--- config.mk ---
export PLATFORM = sky130hd
export DESIGN_NAME = oag_address_generator
export DESIGN_NICKNAME = d
export VERILOG_FILES = /design/src/verilog/oag_pkg.sv /design/src/verilog/oag_address_generator.sv
export SDC_FILE = /design/constraint.sdc
export NUM_CORES = 1
export LEC_CHECK = 0
export BUFFER_PORTS_ARGS = -buffer_cell sky130_fd_sc_hd__buf_4
export CELL_PAD_IN_SITES_DETAIL_PLACEMENT = 1
export CELL_PAD_IN_SITES_GLOBAL_PLACEMENT = 2
export CORE_ASPECT_RATIO = 1.1
export CORE_MARGIN = 2
export CORE_UTILIZATION = 38
export DETAILED_ROUTE_END_ITERATION = 7
export GPL_TIMING_DRIVEN = 0
export PLACE_DENSITY = 0.95
export SYNTH_ARGS = -nofsm -noshare
export SYNTH_HDL_FRONTEND = slang
export SYNTH_SLANG_ARGS = --single-unit
--- constraint.sdc ---
create_clock -name ref_clk -period 10.2 [get_ports ref_clk]
set_input_delay 0.51 -clock ref_clk [delete_from_list [all_inputs] [get_ports ref_clk]]
set_output_delay 0.51 -clock ref_clk [all_outputs]
set_load 0.05 [all_outputs]
--- src/verilog/oag_pkg.sv ---
package oag_pkg;

  // ----------------------------------------------------------------
  // register map (byte addresses on apb)
  // ----------------------------------------------------------------
  localparam logic [7:0]  OFF_MODULO_CONTROL = 8'h00;  // modulo control
  localparam logic [7:0]  OFF_X_BUFFER_START = 8'h04;  // x buffer start
  localparam logic [7:0]  OFF_X_BUFFER_END   = 8'h08;  // x buffer end
  localparam logic [7:0]  OFF_Y_BUFFER_START = 8'h0C;  // y buffer start
  localparam logic [7:0]  OFF_Y_BUFFER_END   = 8'h10;  // y buffer end
  localparam logic [7:0]  OFF_LAST_ADDR      = 8'h14;  // last x/y address, read only

  // ----------------------------------------------------------------
  // field positions and reset values
  // ----------------------------------------------------------------
  localparam int          XWM_LSB            = 0;      // x pointer select 3:0
  localparam int          YWM_LSB            = 4;      // y pointer select 7:4
  localparam int          Y_MODULO_ENABLE_BIT         = 14;     // y modulo enable
  localparam int          X_MODULO_ENABLE_BIT         = 15;     // x modulo enable
  localparam logic [15:0] MODULO_CONTROL_RESET       = 16'h00FF; // both selects = 15
  localparam logic [15:0] BUF_RESET          = 16'h0000; // buffer bounds
  localparam logic [3:0]  PTR_NONE           = 4'hF;   // select value disabling modulo
  localparam logic [3:0]  PTR_W0             = 4'h0;   // implied working register
  localparam logic [3:0]  PTR_MAC_X0         = 4'h8;   // mac x pointers 8,9
  localparam logic [3:0]  PTR_MAC_X1         = 4'h9;
  localparam logic [3:0]  PTR_MAC_Y0         = 4'hA;   // mac y pointers 10,11
  localparam logic [3:0]  PTR_MAC_Y1         = 4'hB;
  localparam logic [15:0] NEAR_MASK          = 16'h1FFF; // 13-bit file field, 8192 bytes
  localparam logic [15:0] MAX_LEN_BYTES      = 16'hFFFF; // 32K words max span

  // ----------------------------------------------------------------
  // addressing modes
  // ----------------------------------------------------------------
  typedef enum logic [2:0] {
    OAG_FILE,        // file register direct
    OAG_DIRECT,      // register direct
    OAG_INDIRECT,    // [ptr]
    OAG_POST,        // [ptr], ptr += step
    OAG_PRE,         // ptr += step, [ptr]
    OAG_INDEXED,     // [ptr + base]
    OAG_LIT_OFS,     // [ptr + literal]
    OAG_LITERAL      // literal operand, no address
  } oag_mode_t;

  typedef enum logic [1:0] {
    OAG_CLS_MCU,     // general / three-operand
    OAG_CLS_MOVE,    // move / accumulator, full data space
    OAG_CLS_MAC,     // dual-operand mac prefetch
    OAG_CLS_OTHER    // branch / interrupt-disable literals
  } oag_class_t;

  // one request from decode
  typedef struct packed {
    logic            valid;      // request strobe
    oag_class_t      iclass;     // instruction class
    oag_mode_t       mode;       // addressing mode
    logic [3:0]      ptr;        // pointer register select
    logic [3:0]      base;       // shared 4-bit offset register field
    logic            space_y;    // 1: y generator
    logic            dest_default_working_register;  // file op result to working register
    logic signed [15:0] step;    // signed modify constant in bytes
    logic [15:0]     literal;    // literal / file field / offset
  } oag_req_t;

  // one answer to execute
  typedef struct packed {
    logic            valid;      // answer strobe
    logic            is_addr;    // ea holds a memory address
    logic [15:0]     ea;         // effective address or operand
    logic            wb_en;      // pointer write-back
    logic [3:0]      wb_ptr;     // which pointer
    logic [15:0]     wb_val;     // value written back
    logic            dest_reg;   // result goes to a register
    logic            illegal;    // mode or pointer not allowed
  } oag_resp_t;

endpackage

--- src/verilog/oag_address_generator.sv ---
// The APB interface to the registers and the register offsets are this design's own decisions.
`timescale 1ns/1ps
// Function
// - file address is 13 bits, lowest 8192 bytes, except moves use all 16
// - file ops use working register zero
// - three-operand op1 direct, op2 register/memory/literal5
// - plain indirect uses pointer unchanged
// - post-modify: address then pointer step
// - pre-modify: pointer step then address
// - indexed adds offset register, pointer kept
// - literal offset adds instruction literal
// - move ends share one offset field
// - mac reads use pointers eight to eleven
// - mac indexed only pointer nine, eleven
// - mac: indirect, indexed, post 2/4/6
// - branch 16-bit signed, disable 14-bit literal
// - one circular buffer in x, y
// - power-of-two buffers wrap both ways
// - length from start/end, max 32K words
// - y modulo addresses keep lsb clear
// - x select bits 3:0, enable bit 15
// - y select bits 7:4, enable bit 14
// - checks catch overshoot, not only equality
// - corrected value written back only pre/post
module oag_address_generator
  import oag_pkg::*;
#(
  parameter int NUM_PTR = 16                 // pointer register count
)(
  input  wire logic        ref_clk,          // core clock, 50 MHz
  input  wire logic        rst_n,            // sync reset, active low
  input  wire logic [7:0]  paddr,            // apb address
  input  wire logic        psel,             // apb select
  input  wire logic        penable,          // apb enable
  input  wire logic        pwrite,           // apb direction
  input  wire logic [31:0] pwdata,           // apb write data
  output logic      [31:0] prdata,           // apb read data
  output logic             pready,           // apb ready
  output logic             pslverr,          // apb error
  input  wire oag_req_t    req,              // decode request
  input  wire logic [15:0] ptr_val,          // contents of req.ptr
  input  wire logic [15:0] base_val,         // contents of req.base
  output oag_resp_t        resp              // registered answer
);

  // ----------------------------------------------------------------
  // elaboration checks
  // ----------------------------------------------------------------
  // pointer select is a 4-bit field, so any other count cannot be served
  if (NUM_PTR != 16)
  begin : g_num_ptr_check
    $error("pointer select is 4 bits, NUM_PTR must be 16");
  end

  // ----------------------------------------------------------------
  // registers
  // ----------------------------------------------------------------
  logic [15:0] modulo_control;               // mode control
  logic [15:0] x_buffer_start;               // x circular start
  logic [15:0] x_buffer_end;                 // x circular end
  logic [15:0] y_buffer_start;               // y circular start
  logic [15:0] y_buffer_end;                 // y circular end
  logic [15:0] last_ea;                      // last address, for software

  logic [3:0]  x_modulo_pointer_select;      // decoded fields
  logic [3:0]  y_modulo_pointer_select;
  logic        x_modulo_enable;
  logic        y_modulo_enable;

  assign x_modulo_pointer_select = modulo_control[XWM_LSB +: 4];
  assign y_modulo_pointer_select = modulo_control[YWM_LSB +: 4];
  assign x_modulo_enable         = modulo_control[X_MODULO_ENABLE_BIT];
  assign y_modulo_enable         = modulo_control[Y_MODULO_ENABLE_BIT];

  // ----------------------------------------------------------------
  // functions
  // ----------------------------------------------------------------
  // modulo correction for one space; overshoot tested, not equality
  function automatic logic [15:0] wrap(input logic [15:0] a,
                                       input logic [15:0] s,
                                       input logic [15:0] e,
                                       input logic        up,
                                       input logic        pow2);
    logic [15:0] len;
    len  = 16'(e - s + 16'h0001);
    wrap = a;
    // power-of-two buffers check both ends, others only travel way
    if ((up || pow2) && (a > e))
      wrap = 16'(a - len);
    else if ((!up || pow2) && (a < s))
      wrap = 16'(a + len);
  endfunction

  // length is a power of two when len & (len-1) is zero
  function automatic logic is_pow2(input logic [15:0] s,
                                   input logic [15:0] e);
    logic [15:0] len;
    len     = 16'(e - s + 16'h0001);
    is_pow2 = ((len & 16'(len - 16'h0001)) == 16'h0000);
  endfunction

  // ----------------------------------------------------------------
  // apb slave, one wait state
  // ----------------------------------------------------------------
  logic apb_acc;                             // access phase
  logic apb_hit;                             // mapped offset
  assign apb_acc = psel && penable;
  always_comb
  begin
    case (paddr)
      OFF_MODULO_CONTROL, OFF_X_BUFFER_START, OFF_X_BUFFER_END,
      OFF_Y_BUFFER_START, OFF_Y_BUFFER_END, OFF_LAST_ADDR:
        apb_hit = 1'b1;
      default:
        apb_hit = 1'b0;
    endcase
  end

  // register writes; last-address word is read only
  always_ff @(posedge ref_clk)
  begin
    if (!rst_n)
    begin
      modulo_control <= MODULO_CONTROL_RESET;        // modulo off at reset
      x_buffer_start <= BUF_RESET;
      x_buffer_end   <= BUF_RESET;
      y_buffer_start <= BUF_RESET;
      y_buffer_end   <= BUF_RESET;
    end
    // write lands only at the edge where ready is seen high
    else if (apb_acc && pwrite && pready)
    begin
      case (paddr)
        OFF_MODULO_CONTROL: modulo_control <= pwdata[15:0];
        OFF_X_BUFFER_START: x_buffer_start <= pwdata[15:0];
        OFF_X_BUFFER_END:   x_buffer_end   <= pwdata[15:0];
        // y space is word only, so start clears the lsb and end sets it
        OFF_Y_BUFFER_START: y_buffer_start <= {pwdata[15:1], 1'b0};
        OFF_Y_BUFFER_END:   y_buffer_end   <= {pwdata[15:1], 1'b1};
        default: ;
      endcase
    end
  end

  // read data and answer flags, registered
  always_ff @(posedge ref_clk)
  begin
    if (!rst_n)
    begin
      prdata  <= 32'h0000_0000;
      pready  <= 1'b0;
      pslverr <= 1'b0;
    end
    else
    begin
      // ready rises one cycle into access phase, then drops
      pready  <= apb_acc && !pready;
      pslverr <= apb_acc && !pready && !apb_hit;
      case (paddr)
        OFF_MODULO_CONTROL: prdata <= {16'h0000, modulo_control};
        OFF_X_BUFFER_START: prdata <= {16'h0000, x_buffer_start};
        OFF_X_BUFFER_END:   prdata <= {16'h0000, x_buffer_end};
        OFF_Y_BUFFER_START: prdata <= {16'h0000, y_buffer_start};
        OFF_Y_BUFFER_END:   prdata <= {16'h0000, y_buffer_end};
        OFF_LAST_ADDR:      prdata <= {16'h0000, last_ea};
        default:            prdata <= 32'h0000_0000;
      endcase
    end
  end

  // ----------------------------------------------------------------
  // address generation, combinational
  // ----------------------------------------------------------------
  logic [15:0] raw_ea;                       // address before wrap
  logic [15:0] mod_ptr;                      // pointer after step
  logic        is_addr;                      // memory access
  logic        modifies;                     // pre/post mode
  logic        illegal;                      // disallowed combination
  logic        mod_on;                       // modulo applies here
  logic        up;                           // step direction
  logic [15:0] s_sel;                        // bounds of chosen space
  logic [15:0] e_sel;
  logic [15:0] wr_ea;                        // wrapped address
  logic [15:0] wr_ptr;                       // wrapped pointer
  logic [15:0] fin_ea;                       // final operand/address
  logic        y_sp;                         // effective space

  always_comb
  begin
    raw_ea   = ptr_val;
    mod_ptr  = ptr_val;
    is_addr  = 1'b1;
    modifies = 1'b0;
    illegal  = 1'b0;
    y_sp     = req.space_y;
    case (req.mode)
      OAG_FILE:
      begin
        // file field is 13 bits unless a move reaches all space
        raw_ea = (req.iclass == OAG_CLS_MOVE) ? req.literal
               : (req.literal & NEAR_MASK);
      end
      OAG_DIRECT:
      begin
        raw_ea  = ptr_val;                               // operand one
        is_addr = 1'b0;
      end
      OAG_INDIRECT:
        raw_ea = ptr_val;
      OAG_POST:
      begin
        raw_ea   = ptr_val;
        mod_ptr  = 16'(ptr_val + req.step);
        modifies = 1'b1;
      end
      OAG_PRE:
      begin
        mod_ptr  = 16'(ptr_val + req.step);
        raw_ea   = mod_ptr;
        modifies = 1'b1;
      end
      OAG_INDEXED:
        raw_ea = 16'(ptr_val + base_val);
      OAG_LIT_OFS:
        raw_ea = 16'(ptr_val + req.literal);
      OAG_LITERAL:
      begin
        is_addr = 1'b0;
        case (req.iclass)
          // branch target is 16-bit signed, disable count 14-bit
          OAG_CLS_OTHER: raw_ea = req.literal;
          OAG_CLS_MCU:   raw_ea = {11'h000, req.literal[4:0]};
          default:       raw_ea = req.literal;
        endcase
        if (req.iclass == OAG_CLS_OTHER && req.space_y)
          raw_ea = {2'b00, req.literal[13:0]};
      end
      default:
        illegal = 1'b1;
    endcase
    // mac prefetch: pointers 8..11 only, space fixed by pointer
    if (req.iclass == OAG_CLS_MAC)
    begin
      if (req.ptr < PTR_MAC_X0 || req.ptr > PTR_MAC_Y1)
        illegal = 1'b1;
      y_sp = (req.ptr >= PTR_MAC_Y0);
      if (req.mode == OAG_INDEXED && req.ptr != PTR_MAC_X1 && req.ptr != PTR_MAC_Y1)
        illegal = 1'b1;
      if (!(req.mode == OAG_INDIRECT || req.mode == OAG_INDEXED || req.mode == OAG_POST))
        illegal = 1'b1;
      if (req.mode == OAG_POST && !(req.step == 16'sd2 || req.step == 16'sd4
          || req.step == 16'sd6 || req.step == -16'sd2 || req.step == -16'sd4
          || req.step == -16'sd6))
        illegal = 1'b1;
    end
  end

  // one buffer per space; select 15 or clear enable turns it off
  always_comb
  begin
    s_sel  = y_sp ? y_buffer_start : x_buffer_start;
    e_sel  = y_sp ? y_buffer_end   : x_buffer_end;
    mod_on = is_addr && req.mode != OAG_FILE &&
             (y_sp ? (y_modulo_enable && y_modulo_pointer_select != PTR_NONE
                      && y_modulo_pointer_select == req.ptr)
                   : (x_modulo_enable && x_modulo_pointer_select != PTR_NONE
                      && x_modulo_pointer_select == req.ptr));
    up     = !req.step[15];
    wr_ea  = wrap(raw_ea, s_sel, e_sel, up, is_pow2(s_sel, e_sel));
    wr_ptr = wrap(mod_ptr, s_sel, e_sel, up, is_pow2(s_sel, e_sel));
    fin_ea = mod_on ? wr_ea : raw_ea;
    if (mod_on && y_sp)
      fin_ea = {fin_ea[15:1], 1'b0};
  end

  // ----------------------------------------------------------------
  // registered answer
  // ----------------------------------------------------------------
  always_ff @(posedge ref_clk)
  begin
    if (!rst_n)
    begin
      resp    <= '0;
      last_ea <= 16'h0000;
    end
    else
    begin
      resp.valid    <= req.valid;
      resp.is_addr  <= is_addr;
      resp.ea       <= fin_ea;
      resp.illegal  <= illegal;
      // file ops send result to working register zero or file
      resp.dest_reg <= (req.mode == OAG_FILE) ? req.dest_default_working_register
                     : !is_addr;
      // only pre/post modes write the pointer back
      resp.wb_en    <= req.valid && modifies && !illegal;
      resp.wb_ptr   <= (req.mode == OAG_FILE) ? PTR_W0 : req.ptr;
      resp.wb_val   <= mod_on ? wr_ptr : mod_ptr;
      if (req.valid)
        last_ea <= fin_ea;
    end
  end

endmodule

==> impl_metrics.toml <==
[floorplan]
die_w_um = 191
die_h_um = 209
die-area_um2 = 39900
num_rows = 75
fp.coreArea_um2 = 38000
ios = 200
start_util_pct = 38.3

[cts]
clock_latency_ns = 0.48
ctsLongestPathBuffers = 2
cts_tree = "built"
cts_hold_buf = 0
path_clk_slew_ns = 0.07
post_cts_buffers = 0
cts_sinks = 154
htree_num_levels = 4
cts_root_buffer = "clkbuf_16"
cts_buffers = 17
cts_resized = 0

[global_routing]
gr-usage-met1_pct = 38.0
antenna_found_initial = 1
grt_pass1_wl_um = 91800
grt_use_met2_pct = 52.2
grt_pass1_vias = 15518
grt-busiest-layer = "met2"
grt_util_all_layers_pct = 30.1
overflow = 0
grt_max_degree = 18
grtUsageMet3_pct = 3.51

[final_layout]
syn_to_final_growth_pct = 17.0
fin_cells = 2540
final_cell_mix = "173 x buf_4, 173 x ha_1, 166 x nor2_1"
drive_above_1_share_pct = 14.1
diodes = 0
ff_latch_area_um2 = 3080
fin_util_pct = 44.8
nets = 2332
n_fill_cell = 4666
multi_input_area_um2 = 10700

[worst_setup_path]
worst_path_max_delay_cell = "buf_1"
path_max_fanout = 10
required_ns = 10.53
cpPeakStageDelay_ns = 0.73
worstSetupStartpointType = "primary input"
criticalPathCategory = "primary input to flop"
worstPathArrival_ns = 9.32
worstSetupEndpointType = "flop"

[synthesis]
yosysSeqAreaShare_pct = 21.2
ys_warn_count = 0
synthDistinctLibCells = 87
synth_edf_count = 0
synth_seq_cells = 154
ys.flop_type = "dfxtp_1"
synth_cells = 1837
avgSynthCellArea_um2 = 7.93
async_flop_share_pct = 0
netlist_area_um2 = 14600

[timing]
drv_slew = 0
slew_headroom_pct = 2.06
worst_pin_slew_ns = 1.45
period_share_pct = 88.2
hold_viol_final = 0
tns_ns = 0
rsz0062_at_grt = "false"
setup_viol = 0
finClkSkew_ns = 0.0190
min_period_ns = 9.00
clock.fmax_ghz = 0.111

[drt]
wirelength_um = 61100
ant_nets = 0
detail_route.iter0.violations = 1004
drc_errors = 0
routedWlPerCell_um = 24.0
vias_per_cell = 6.05
drtPass1Iterations = 5
routed-via-count = 15372

[place]
placedCellCount = 2508
dpl.hpwl_um = 49400
port_buffers = 155
gp_routability_congestion = 0.952

[power_and_ir_drop]
p_leak_nw = 7.68
p_per_area_nw_per_um2 = 125
ir_drop_mv = 0.132

[min_path]
holdCritPathClass = "primary input to flop"

[run_status]
outcome = "finished clean"

[flow_run]
drv_cap = 0
## cells by family after synthesis
| group | share of synthesized area, % |
|---|---|
| other | 0.0257 |
| buffers and inverters | 5.60 |
| muxes | 10.0 |
| AOI/OAI and AO/OA | 26.3 |
| adders and majority gates | 15.9 |
| xor gates and xnor gates | 3.31 |
| and+or+nand+nor | 17.7 |
| DFF | 21.2 |
## power by group
part           leakage (nW)  internal (mW)  total (mW)  switching (mW)
Clock                 0.300          0.375       0.706           0.331
Sequential             1.26          0.622       0.633          0.0103
Combinational          6.13          0.279       0.796           0.518
## layer usage
layer | vias up | share of wire (%)
li1 | 7131 | -
met1 | 7677 | 43
met2 | 468 | 48
met3 | 96 | 4.9
met4 | 0 | 3.9
met5 | - | 0
## through the flow
stage | hold slack, ns | instance area, um^2 | total power [mW] | worst slack [ns]
6_report | 0.293 | 17000 | 2.13 | 1.20
5_1_grt | 0.317 | 17000 | 2.22 | 1.05
4_1_cts | 0.287 | 17000 | 2.12 | 1.49
3_5_place_dp | 0.445 | 16400 | 1.42 | 1.01
3_3_place_gp | 0.441 | 16400 | 1.40 | 1.14
2_1_floorplan | 0.425 | 14600 | 1.15 | 3.61
## state kept, by name (all words and copies together), names as in the netlist
signal,cells
resp,41
pslverr,1
last_ea,16
x_buffer_end,16
y_buffer_end,16
pready,1
x_buffer_start,16
y_buffer_start,15
prdata,16
modulo_control,16
## layout make-up
type                    count  share of cell area, %
well taps                 500                   3.67
multi-input cells        1505                   62.9
clock inverters            14                   1.15
repair buffers            156                   6.87
flip-flops and latches    154                   18.1
plain buffers             106                   2.87
clock buffers              18                   2.52
inverters                  87                   1.92
## synth_stat cells, types with 37 or more instances
master	n	area share (%)
a211oi_1	55	2.8
a21oi_1	136	4.7
clkbuf_1	64	1.6
dfxtp_1	154	21
ha_1	173	15
inv_1	86	2.2
mux2i_1	108	7.4
nand2_1	162	4.2
nand3_1	46	1.6
nor2_1	166	4.3
nor3_1	37	1.3
o21ai_0	94	3.2
## final timing paths
| kind | end | slack (ns) | start | cells past startpoint |
|---|---|---|---|---|
| worst max-delay path | resp[37] | 1.20 | req[45] | 26 |
| worst min register to register | last_ea[14] | 0.46 | last_ea[14] | 2 |
| worst min-delay path | pready | 0.29 | penable | 3 |
| worst max register to register | resp[37] | 3.62 | y_buffer_end[0] | 20 |
## worst max-delay path, delay by kind of cell
kind	cells	cell delay, ns
AND/OR/NAND/NOR	2	0.72
XOR/XNOR	1	0.53
adder cells (fa/ha/maj)	4	1.44
multiplexers	2	1.12
buffers and inverters	7	2.16
AO/OA/AOI/OAI	10	2.82
(Power assumes the default switching activity.)
